<file path="config.mk">
export PLATFORM = sky130hd
export DESIGN_NAME = ptdc_top
export DESIGN_NICKNAME = d
export VERILOG_FILES = /design/src/rtl/ptdc_seq.v /design/src/rtl/ptdc_top.v
export VERILOG_INCLUDE_DIRS = /design/src /design/src/rtl
export SDC_FILE = /design/constraint.sdc
export NUM_CORES = 1
export LEC_CHECK = 0
export ABC_AREA = 1
export BUFFER_PORTS_ARGS = -buffer_cell sky130_fd_sc_hd__buf_2
export CORE_MARGIN = 2
export CORE_UTILIZATION = 40
export CTS_CLUSTER_DIAMETER = 50
export DETAILED_ROUTE_END_ITERATION = 8
export SYNTH_ARGS = -nofsm -noshare
export SYNTH_HDL_FRONTEND = slang
export SYNTH_SLANG_ARGS = --single-unit
</file>
<file path="constraint.sdc">
create_clock -name core_clk -period 4.19 [get_ports core_clk]
set_clock_uncertainty 0.05 [all_clocks]
set_input_delay 0.838 -clock core_clk [delete_from_list [all_inputs] [get_ports core_clk]]
set_output_delay 0.838 -clock core_clk [all_outputs]
set_load 0.02 [all_outputs]
</file>
<file path="src/rtl/ptdc_defs.vh">
// constants for the self-test disable control block
`ifndef PTDC_DEFS_VH
`define PTDC_DEFS_VH
// ----------------------------------------------------------------
// register map (word addresses on the plain port)
// ----------------------------------------------------------------
`define PTDC_ADDR_W 4
`define PTDC_A_DIG 4'h0
`define PTDC_A_ANA 4'h1
`define PTDC_A_CTRL 4'h2
`define PTDC_A_STAT 4'h3
`define PTDC_A_ENDIG 4'h4
`define PTDC_A_ENANA 4'h5
// ----------------------------------------------------------------
// digital word fields
// ----------------------------------------------------------------
`define PTDC_DIG_W 7
`define PTDC_DIG_RST 7'h02
`define PTDC_D_MASTER 0
`define PTDC_D_BIST 1
`define PTDC_D_UNLOCK 2
`define PTDC_D_LOSA 3
`define PTDC_D_LOSB 4
`define PTDC_D_WARN 5
`define PTDC_D_ERR 6
// ----------------------------------------------------------------
// analog word fields
// ----------------------------------------------------------------
`define PTDC_ANA_W 21
`define PTDC_ANA_RST 21'h000000
`define PTDC_A_MASTER 0
`define PTDC_A_OSC_EXCL 19
`define PTDC_A_BIAS_EXCL 20
`define PTDC_A_NTEST 18
// ----------------------------------------------------------------
// control and status bits
// ----------------------------------------------------------------
`define PTDC_C_TRIG 0
`define PTDC_S_BUSY 0
`define PTDC_S_DONE 1
`define PTDC_S_FAIL 2
`define PTDC_S_ANA_OK 3
`define PTDC_NSLOT 24
`define PTDC_SLOT_W 5
`define PTDC_SLOT_DIG 6
`endif

</file>
<file path="src/rtl/ptdc_seq.v">
// self-test sequencer: runs enabled slots one after another in fixed order
`timescale 1ns/1ps
module ptdc_seq (
  core_clk,
  rst_n,
  start,
  run_mask,
  test_done,
  test_pass,
  test_go,
  test_sel,
  busy,
  done,
  fail_mask
);
`include "ptdc_defs.vh"
  input wire core_clk;
  input wire rst_n;
  input wire start;
  input wire [`PTDC_NSLOT-1:0] run_mask;
  input wire test_done;
  input wire test_pass;
  output reg test_go;
  output reg [`PTDC_SLOT_W-1:0] test_sel;
  output wire busy;
  output reg done;
  output reg [`PTDC_NSLOT-1:0] fail_mask;

  localparam S_IDLE = 3'b001;
  localparam S_PICK = 3'b010;
  localparam S_WAIT = 3'b100;
  reg [2:0] st_q;
  reg [`PTDC_NSLOT-1:0] mask_q;
  reg [`PTDC_SLOT_W-1:0] idx_q;

  assign busy = ~st_q[0];

  always @(posedge core_clk or negedge rst_n) begin
    if (!rst_n) begin
      st_q <= S_IDLE;
      mask_q <= {`PTDC_NSLOT{1'b0}};
      idx_q <= {`PTDC_SLOT_W{1'b0}};
      test_go <= 1'b0;
      test_sel <= {`PTDC_SLOT_W{1'b0}};
      done <= 1'b0;
      fail_mask <= {`PTDC_NSLOT{1'b0}};
    end else begin
      test_go <= 1'b0;
      done <= 1'b0;
      case (st_q)
        S_IDLE: begin
          if (start) begin
            // word sampled once, later writes do not disturb this run (see RULE17)
            mask_q <= run_mask;
            idx_q <= {`PTDC_SLOT_W{1'b0}};
            fail_mask <= {`PTDC_NSLOT{1'b0}};
            st_q <= S_PICK;
          end
        end
        S_PICK: begin
          if (idx_q == `PTDC_NSLOT) begin
            done <= 1'b1;
            st_q <= S_IDLE;
          end else if (mask_q[idx_q]) begin
            // skipped slots cost one cycle each (see RULE17)
            test_go <= 1'b1;
            test_sel <= idx_q;
            st_q <= S_WAIT;
          end else begin
            idx_q <= idx_q + 5'h01;
          end
        end
        S_WAIT: begin
          if (test_done) begin
            fail_mask[idx_q] <= ~test_pass;
            idx_q <= idx_q + 5'h01;
            st_q <= S_PICK;
          end
        end
        default: st_q <= S_IDLE;
      endcase
    end
  end
endmodule

</file>
<file path="src/rtl/ptdc_top.v">
// self-test disable words, trigger and analog status combine
// Operation
// RULE1 - digital bit 6 set skips the crystal ppm error test; resets clear.
// RULE2 - digital bit 5 set skips the crystal ppm warning test.
// RULE3 - digital bit 4 set skips crystal b signal loss test.
// RULE4 - digital bit 3 set skips crystal a signal loss test.
// RULE5 - digital bit 2 set skips the pll unlock test.
// RULE6 - digital bit 1 resets to one; while one, no logic bist at startup.
// RULE7 - nonvolatile defaults need a matching bist signature when bist enabled.
// RULE8 - digital bit 0 set blocks every digital test; the startup bist (bist_go) here follows bit 1 only and ignores bit 0.
// RULE9 - analog bit 20 drops bias calibration result from analog status.
// RULE10 - analog bit 19 drops oscillator calibration result from analog status.
// RULE11 - analog bits 18,17,16 skip low-fault, in-range, high-fault checks.
// RULE12 - analog bits 15,14 skip crystal b and a reference regulator tests.
// RULE13 - analog bits 13,12,11 skip charge-pump, phase-detector, oscillator regs.
// RULE14 - analog bits 10 to 4 skip the seven output divider regulator tests.
// RULE15 - analog bits 3,2,1 skip fractional, pll divider, core supply regs.
// RULE16 - analog bit 0 set blocks every analog regulator test.
// RULE17 - each trigger samples both words once, runs enabled tests in fixed order.
//
// Chosen here: the placing of the registers and strobed register access.
`timescale 1ns/1ps
module ptdc_top (
  core_clk,
  rst_n,
  reg_addr,
  reg_wdata,
  reg_wr,
  reg_rd,
  reg_rdata,
  startup_done,
  test_done,
  test_pass,
  bias_cal_ok,
  osc_cal_ok,
  test_go,
  test_sel,
  bist_go,
  selftest_busy
);
`include "ptdc_defs.vh"
  input wire core_clk;
  input wire rst_n;
  input wire [`PTDC_ADDR_W-1:0] reg_addr;
  input wire [31:0] reg_wdata;
  input wire reg_wr;
  input wire reg_rd;
  output reg [31:0] reg_rdata;
  input wire startup_done;
  input wire test_done;
  input wire test_pass;
  input wire bias_cal_ok;
  input wire osc_cal_ok;
  output wire test_go;
  output wire [`PTDC_SLOT_W-1:0] test_sel;
  output reg bist_go;
  output wire selftest_busy;

  // ----------------------------------------------------------------
  // configuration words
  // ----------------------------------------------------------------
  reg [`PTDC_DIG_W-1:0] dig_q;
  reg [`PTDC_ANA_W-1:0] ana_q;
  reg trig_q;
  reg done_q;
  reg fail_q;
  reg bist_armed_q;
  // external calibration flags come from other logic, synchronise anyway
  reg [1:0] bias_s_q;
  reg [1:0] osc_s_q;
  reg [1:0] boot_s_q;
  wire seq_busy;
  wire seq_done;
  wire [`PTDC_NSLOT-1:0] fails;
  wire [`PTDC_NSLOT-1:0] run_mask;
  wire ana_ok;

  always @(posedge core_clk or negedge rst_n) begin
    if (!rst_n) begin
      dig_q <= `PTDC_DIG_RST; // see RULE6
      ana_q <= `PTDC_ANA_RST;
      trig_q <= 1'b0;
    end else begin
      trig_q <= 1'b0;
      if (reg_wr) begin
        case (reg_addr)
          `PTDC_A_DIG: dig_q <= reg_wdata[`PTDC_DIG_W-1:0];
          `PTDC_A_ANA: ana_q <= reg_wdata[`PTDC_ANA_W-1:0];
          `PTDC_A_CTRL: trig_q <= reg_wdata[`PTDC_C_TRIG];
          default: trig_q <= 1'b0;
        endcase
      end
    end
  end

  // ----------------------------------------------------------------
  // run mask: slots 0-5 digital, 6-23 analog checks and regulators from bit 18 down to bit 1
  // ----------------------------------------------------------------
  wire dig_on = ~dig_q[`PTDC_D_MASTER]; // see RULE8
  wire ana_on = ~ana_q[`PTDC_A_MASTER]; // see RULE16
  assign run_mask[0] = dig_on & ~dig_q[`PTDC_D_ERR]; // see RULE1
  assign run_mask[1] = dig_on & ~dig_q[`PTDC_D_WARN]; // see RULE2
  assign run_mask[2] = dig_on & ~dig_q[`PTDC_D_LOSB]; // see RULE3
  assign run_mask[3] = dig_on & ~dig_q[`PTDC_D_LOSA]; // see RULE4
  assign run_mask[4] = dig_on & ~dig_q[`PTDC_D_UNLOCK]; // see RULE5
  // bist slot on trigger too, under the same master gate
  assign run_mask[5] = dig_on & ~dig_q[`PTDC_D_BIST]; // see RULE6
  genvar gi;
  generate
    for (gi = 0; gi < `PTDC_A_NTEST; gi = gi + 1) begin : g_ana
      // slot 6+i follows analog bit 18-i: bit 18 runs first (see RULE11)
      // (see RULE12) (see RULE13) (see RULE14) (see RULE15)
      assign run_mask[`PTDC_SLOT_DIG + gi] = ana_on & ~ana_q[`PTDC_A_NTEST - gi];
    end
  endgenerate

  ptdc_seq u_seq (
    .core_clk(core_clk),
    .rst_n(rst_n),
    .start(trig_q),
    .run_mask(run_mask),
    .test_done(test_done),
    .test_pass(test_pass),
    .test_go(test_go),
    .test_sel(test_sel),
    .busy(seq_busy),
    .done(seq_done),
    .fail_mask(fails)
  );

  assign selftest_busy = seq_busy;

  // ----------------------------------------------------------------
  // analog status combine
  // ----------------------------------------------------------------
  assign ana_ok = ~(|fails[`PTDC_NSLOT-1:`PTDC_SLOT_DIG])
    & (ana_q[`PTDC_A_BIAS_EXCL] | bias_s_q[1]) // see RULE9
    & (ana_q[`PTDC_A_OSC_EXCL] | osc_s_q[1]); // see RULE10

  always @(posedge core_clk or negedge rst_n) begin
    if (!rst_n) begin
      bias_s_q <= 2'h0;
      osc_s_q <= 2'h0;
      boot_s_q <= 2'h0;
      done_q <= 1'b0;
      fail_q <= 1'b0;
      bist_armed_q <= 1'b1;
      bist_go <= 1'b0;
    end else begin
      bias_s_q <= {bias_s_q[0], bias_cal_ok};
      osc_s_q <= {osc_s_q[0], osc_cal_ok};
      boot_s_q <= {boot_s_q[0], startup_done};
      bist_go <= 1'b0;
      // startup bist fires once; signature correctness is up to nvm defaults (see RULE7)
      if (bist_armed_q && boot_s_q[1]) begin
        bist_armed_q <= 1'b0;
        bist_go <= ~dig_q[`PTDC_D_BIST]; // see RULE6
      end
      // a finished run beats a trigger in the same cycle, so its status is never lost
      if (seq_done) begin
        done_q <= 1'b1;
        fail_q <= |fails;
      end else if (trig_q) begin
        done_q <= 1'b0;
      end
    end
  end

  // ----------------------------------------------------------------
  // read port, data one cycle after strobe
  // ----------------------------------------------------------------
  always @(posedge core_clk or negedge rst_n) begin
    if (!rst_n) begin
      reg_rdata <= 32'h00000000;
    end else begin
      reg_rdata <= 32'h00000000;
      if (reg_rd) begin
        case (reg_addr)
          `PTDC_A_DIG: reg_rdata <= {25'h0000000, dig_q};
          `PTDC_A_ANA: reg_rdata <= {11'h000, ana_q};
          `PTDC_A_STAT: reg_rdata <= {28'h0000000, ana_ok & done_q, fail_q, done_q, seq_busy};
          `PTDC_A_ENDIG: reg_rdata <= {26'h0000000, run_mask[`PTDC_SLOT_DIG-1:0]};
          `PTDC_A_ENANA: reg_rdata <= {14'h0000, run_mask[`PTDC_NSLOT-1:`PTDC_SLOT_DIG]};
          default: reg_rdata <= 32'h00000000;
        endcase
      end
    end
  end
endmodule

</file>
Word-level counts from Yosys, hierarchy flattened
Cells that the tools add are included.
Storage, ports and cells
  register bits: 134
  bits of input ports: 45
Cells by class
  $add $sub $neg: 1
  magnitude comparators: 2
  equality and inequality tests: 14
  mux-type cells: 30
  bitwise gates (word level): 59
  reduce and logical (&&, ||, !) cells: 15
Operators with widths (count)
  one-hot mux 21 bit (5 select lines): 1
  two-way mux 24 bit: 2
  one-hot mux 24 bit (2 select lines): 1
  inverter 1 bit: 30
  bitwise AND 1 bit: 27
  bitwise mux 24 bit: 1
  OR reduction 24 bit: 1
  two-way mux 21 bit: 1
  two-way mux 5 bit: 4
  OR reduction 18 bit: 1
  one-hot mux 5 bit (3 select lines): 1
  two-way mux 1 bit: 12
  two-way mux 3 bit: 4
  one-hot mux 3 bit (3 select lines): 1
  AND reduction 3 bit: 3
  equality test 4 x 2 -> 1 bit, second input constant: 2
  equality test 4 x 3 -> 1 bit, second input constant: 2
  != test 2 bit, second input constant: 4
  < comparator 5 x 6 -> 1 bit, second input constant: 1
  AND reduction 2 bit: 3
  adder 5 x 1 -> 5 bit, second input constant: 1
  binary-select mux 1 bit (select 5 bit): 1
  demux 1 bit (select 5 bit): 1
  equality test 5 bit, second input constant: 1
  other kinds (12): 15

Logic depth before layout (Yosys ltp)
  depth after elaboration: 7
  gate-level depth with buffers: 14

Cells and area by module
Synthesis repeated with hierarchy kept, for this count alone.
Unflattened totals
  cells, all modules: 745
  area total of the unflattened synthesis: 5968.2 um^2
By module, submodules not included
  ptdc_seq: times used 1, cells each 407, area each 3168.0 um^2, sequential area each 1577.8 um^2
  ptdc_top: times used 1, cells each 338, area each 2800.2 um^2, sequential area each 1503.9 um^2

Least setup slack after synthesis
Ideal clock, no wire load.
  path type: input to register
  from: input port reg_addr[3]
  to: register ana_q[12]
  arrival time: 1.815 ns
  data required time: 4.015 ns
  slack: 2.201 ns
  stages: 6
  path through: nor2_1 nand2_2 inv_1 nand2_1 buf_2 mux2_2
Between the ends
  cells in the longest elaborated chain, start to end: 2
Ends and longest elaborated chain
  start: declaration: line ptdc_top.v:44  | input wire [`PTDC_ADDR_W-1:0] reg_addr;
  equality test 4 x 1 -> 1 bit: line ptdc_top.v:86  | case (reg_addr)
  AND reduction 2 bit (no line)
  end signal: assignment: line ptdc_top.v:81  | ana_q <= `PTDC_ANA_RST;
  end signal: assignment: line ptdc_top.v:88  | `PTDC_A_ANA: ana_q <= reg_wdata[`PTDC_ANA_W-1:0];
  end: declaration: line ptdc_top.v:63  | reg [`PTDC_ANA_W-1:0] ana_q;
Every way passes these cells.
A chain may end at the register's enable or synchronous reset.

Worst setup path in the final report
  from: register u_seq.st_q[0]
  to: register u_seq.mask_q[0]
Between the ends
  cells in the longest elaborated chain, start to end: 2
Ends and longest elaborated chain
  start: declaration: line ptdc_seq.v:32  | reg [2:0] st_q;
  start signal: assignment: line ptdc_seq.v:40  | st_q <= S_IDLE;
  start signal: assignment: line ptdc_seq.v:57  | st_q <= S_PICK;
  start signal: assignment: line ptdc_seq.v:63  | st_q <= S_IDLE;
  equality test 3 x 1 -> 1 bit: line ptdc_seq.v:50  | case (st_q)
  AND reduction 2 bit (no line)
  end signal: assignment: line ptdc_seq.v:41  | mask_q <= {`PTDC_NSLOT{1'b0}};
  end signal: assignment: line ptdc_seq.v:54  | mask_q <= run_mask;
  end: declaration: line ptdc_seq.v:33  | reg [`PTDC_NSLOT-1:0] mask_q;
Every way passes these cells.

==> summary.txt <==
Floorplanning
  – Die W: approximately 120 µm
  – IO Pins: 85
  – Die area: approximately 0.015 mm²
  – Initial Util: between 40 and 50%
  – Die Ht: ~120 µm
  – Area of the core: about 0.014 mm²
  – Cell Rows: between 40 and 50

Timing
  – Relative slew slack: 33.78%
  – Min cycle time layout: around 2.5 ns
  – Fmax: about 390 MHz
  – Final period util: between 60% and 70%
  – Max-slew violation count: 0
  – # setup viols final: 0
  – RSZ-0062 raised after global routing: no
  – Fin worst setup slack: about 1.7 ns
  – Final number of hold-violating endpoints: 0
  – Worst Max-Slew Pin Slew: a little under 1 ns
  – Setup TNS Final: 0 ns

Clock tree
  – Setup Fix Bufs, Post-CTS: 0
  – Clock root buffer: clkbuf_16
  – Hold buffer count at cts: 0
  – Clock tree buffer depth: 2
  – CTS Buf Count: 17
  – Cells resized by post-CTS repair: 0
  – CTS Sinks: ~120
  – H-tree depth: 4
  – Clk pin slew, worst setup/hold paths: 0.06 ns
  – CTS tree: yes
  – Worst-Skew Late Latency: 0.43 ns

Synth
  – Post-Syn Area: just under 0.006 mm²
  – Syn Area/Cell: 8.482 µm²
  – Number of synthesized flops with an enable pin: 0
  – Synth area leaders: dfrtp_1, nand2_1, inv_1
  – Async SR Flop Fraction: 100.0%
  – Seq/Total Area, Yosys: a little over half
  – Cell taking the most area after synthesis: dfrtp_1
  – Main synth FF type: dfrtp_1
  – Synth Register Bits: 123
  – Top cell type's share of synthesized area: around 52%
  – Synth Instances: between 600 and 700
  – Synth cell types: 44
  – Yosys warns: 0

Detailed routing
  – WL final: ~14 mm
  – DR iter-0 viols: just under 300
  – Routed len/inst: approximately 15 µm
  – Drt via density: slightly above 5
  – Post-route DRC: 0
  – Routed vias: approximately 4700
  – DRT antenna net count: 0
  – 1st-pass router iterations: 5

Cells and area
  – Design area: 0.006720 mm²
  – Share of post-route cells with drive strength above 1: between 15 and 20%
  – Ant diodes: 0
  – P&R area growth vs syn: 15.83%
  – Layout Utilization: between 40% and 50%
  – Nets: 787

Worst setup path
  – Crit-path cells: inv_1 -> nor3_2 -> nand2_1 -> inv_1 -> nand3_1 -> o21ai_0
  – CP dominant cell by count: inv_1
  – CP arrival: 2.82 ns
  – CP max FO: 38
  – CP endpoint kind: flop
  – Cells on worst reg2reg path: 6
  – Worst Path Required: 4.47 ns
  – Max stage delay on crit path: between 0.7 and 0.8 ns
  – Slowest CP cell: inv_1
  – CP Class: flop to flop
  – Delay-heaviest family, CP: buffers and inverters
  – WP buf/inv: 2
  – CP Launch Type: flop
  – Instance count on the critical path: 6

GRT
  – First-pass GRT wire length: roughly 24 mm
  – Pin count of the biggest net entering global routing: 80
  – Vias in the first global route: 4578
  – Initial antenna violation count: 0
  – Total gr overflow: 0
  – Tot GR Track Use: around a fifth

Placed design
  – Dpl cell area: just over 0.006 mm²
  – Port buffer count: 62
  – GPL Wtd Cong: 0.9499
  – Pre-CTS setup slack: 1.319 ns
  – DP HPWL: just under 10 mm

Worst hold path
  – Worst Hold Class: flop to flop
  – Hold Path Stages: 0

Power and ir drop
  – Switching Fraction: 29.35%
  – Clock power frac: 43.1%
  – Net Switching: just under 1000 µW
  – P_int: approximately 2300 µW
  – Leakage power: roughly 0.0034 µW
  – Reg power frac: between 40% and 50%
  – Peak VDD IR: ~0.32 mV
  – P per Cell Area: 494.5 mW/mm²
  – Combinational power share: 12.9%

Run
  – Max-Cap Viols: 0

Status
  – Status: complete, no violations
[power groups by stage]
stage	clock network, µW	registers, µW	logic (µW)
finish	1430	1460	427
global route	1510	1480	488
CTS	1450	1460	432
detailed placement	0	1480	429
global placement	0	1480	417
floorplan	0	1450	303
[per-layer routing]
metal	vias up	track usage (%)	wire length, µm
met5	-	0	0
met4	0	8.526	379
met3	33	4.983	623
met2	139	29.32	6527
met1	2244	25.99	6605
li1	2308	-	-
[cells by family after synthesis]
logic type | share of synthesized area (%)
other cells | 0.06463
mux | 0.5822
fa+ha+maj | 0.8627
simple gates | 21.50
flops | 53.12
buf+inv | 11.02
compound gates | 12.70
xor+xnor | 0.1510
[area by class of cell]
class,count,area (µm²)
clock buffer,18,439.2
inverter,100,377.9
clock inverter,14,137.6
sequential,123,3082
tap,184,230.2
fill,1408,7649
timing repair buffer,65,335.3
multi-input combinational,431,2118
[Yosys cell counts (6+ instances only)]
master and number:
buf_6 6, a21oi_1 38, inv_1 92, buf_2 8, nor3_1 13, o31ai_1 8, nand2_1 130, o21ai_0 51
dfrtp_1 120, o22ai_1 16, inv_2 6, clkbuf_1 8, buf_4 15, nor2_1 59, nand3_1 62, o21ai_1 8
[path summary, 6_finish.rpt]
| path | slack, ns | start | endpoint |
|---|---|---|---|
| min | 0.30 | boot_s_q[0] | boot_s_q[1] |
| min in group asynchronous | 0.51 | rst_n | u_seq.test_go |
| max | 1.66 | u_seq.st_q[0] | u_seq.mask_q[0] |
| max reg2reg | 1.66 | u_seq.st_q[0] | u_seq.mask_q[0] |
| max in group asynchronous | 2.64 | rst_n | u_seq.fail_mask[15] |
| min reg2reg | 0.30 | boot_s_q[0] | boot_s_q[1] |
[state kept, by name, summed over array words and instances (netlist names), 2 cells and up]
register	count
ana_q	21
u_seq.mask_q	24
u_seq.test_sel	5
osc_s_q	2
u_seq.st_q	3
reg_rdata	21
dig_q	7
boot_s_q	2
u_seq.fail_mask	24
u_seq.idx_q	5
bias_s_q	2
[cell usage in the layout, fill, tap and decap left out, types with 3 or more instances in the layout]
cell and count:
o31ai_1 8, dfrtp_1 120, ha_1 4, o21ai_1 8, nor4_1 4, clkinv_4 3
mux2_2 3, o22ai_1 16, clkbuf_16 17, nor3_1 13, o21ai_0 51, buf_4 4
buf_2 61, a21oi_1 38, dfstp_2 3, conb_1 11, clkinvlp_4 4, nand2_1 130
nor2_1 59, inv_2 6, inv_6 4, inv_1 92, nand3_1 62
[stage by stage]
step / total power, µW / hold WS (ns) / std cells
final: 3323 / 0.3004 / 935
after global routing: 3483 / 0.3162 / 935
after CTS: 3348 / 0.3034 / 935
after detailed placement: 1910 / 0.2871 / 903
after global placement: 1892 / 0.2845 / 903
after floorplan: 1753 / 0.2812 / 694
Power figures use the tool's default switching activity.
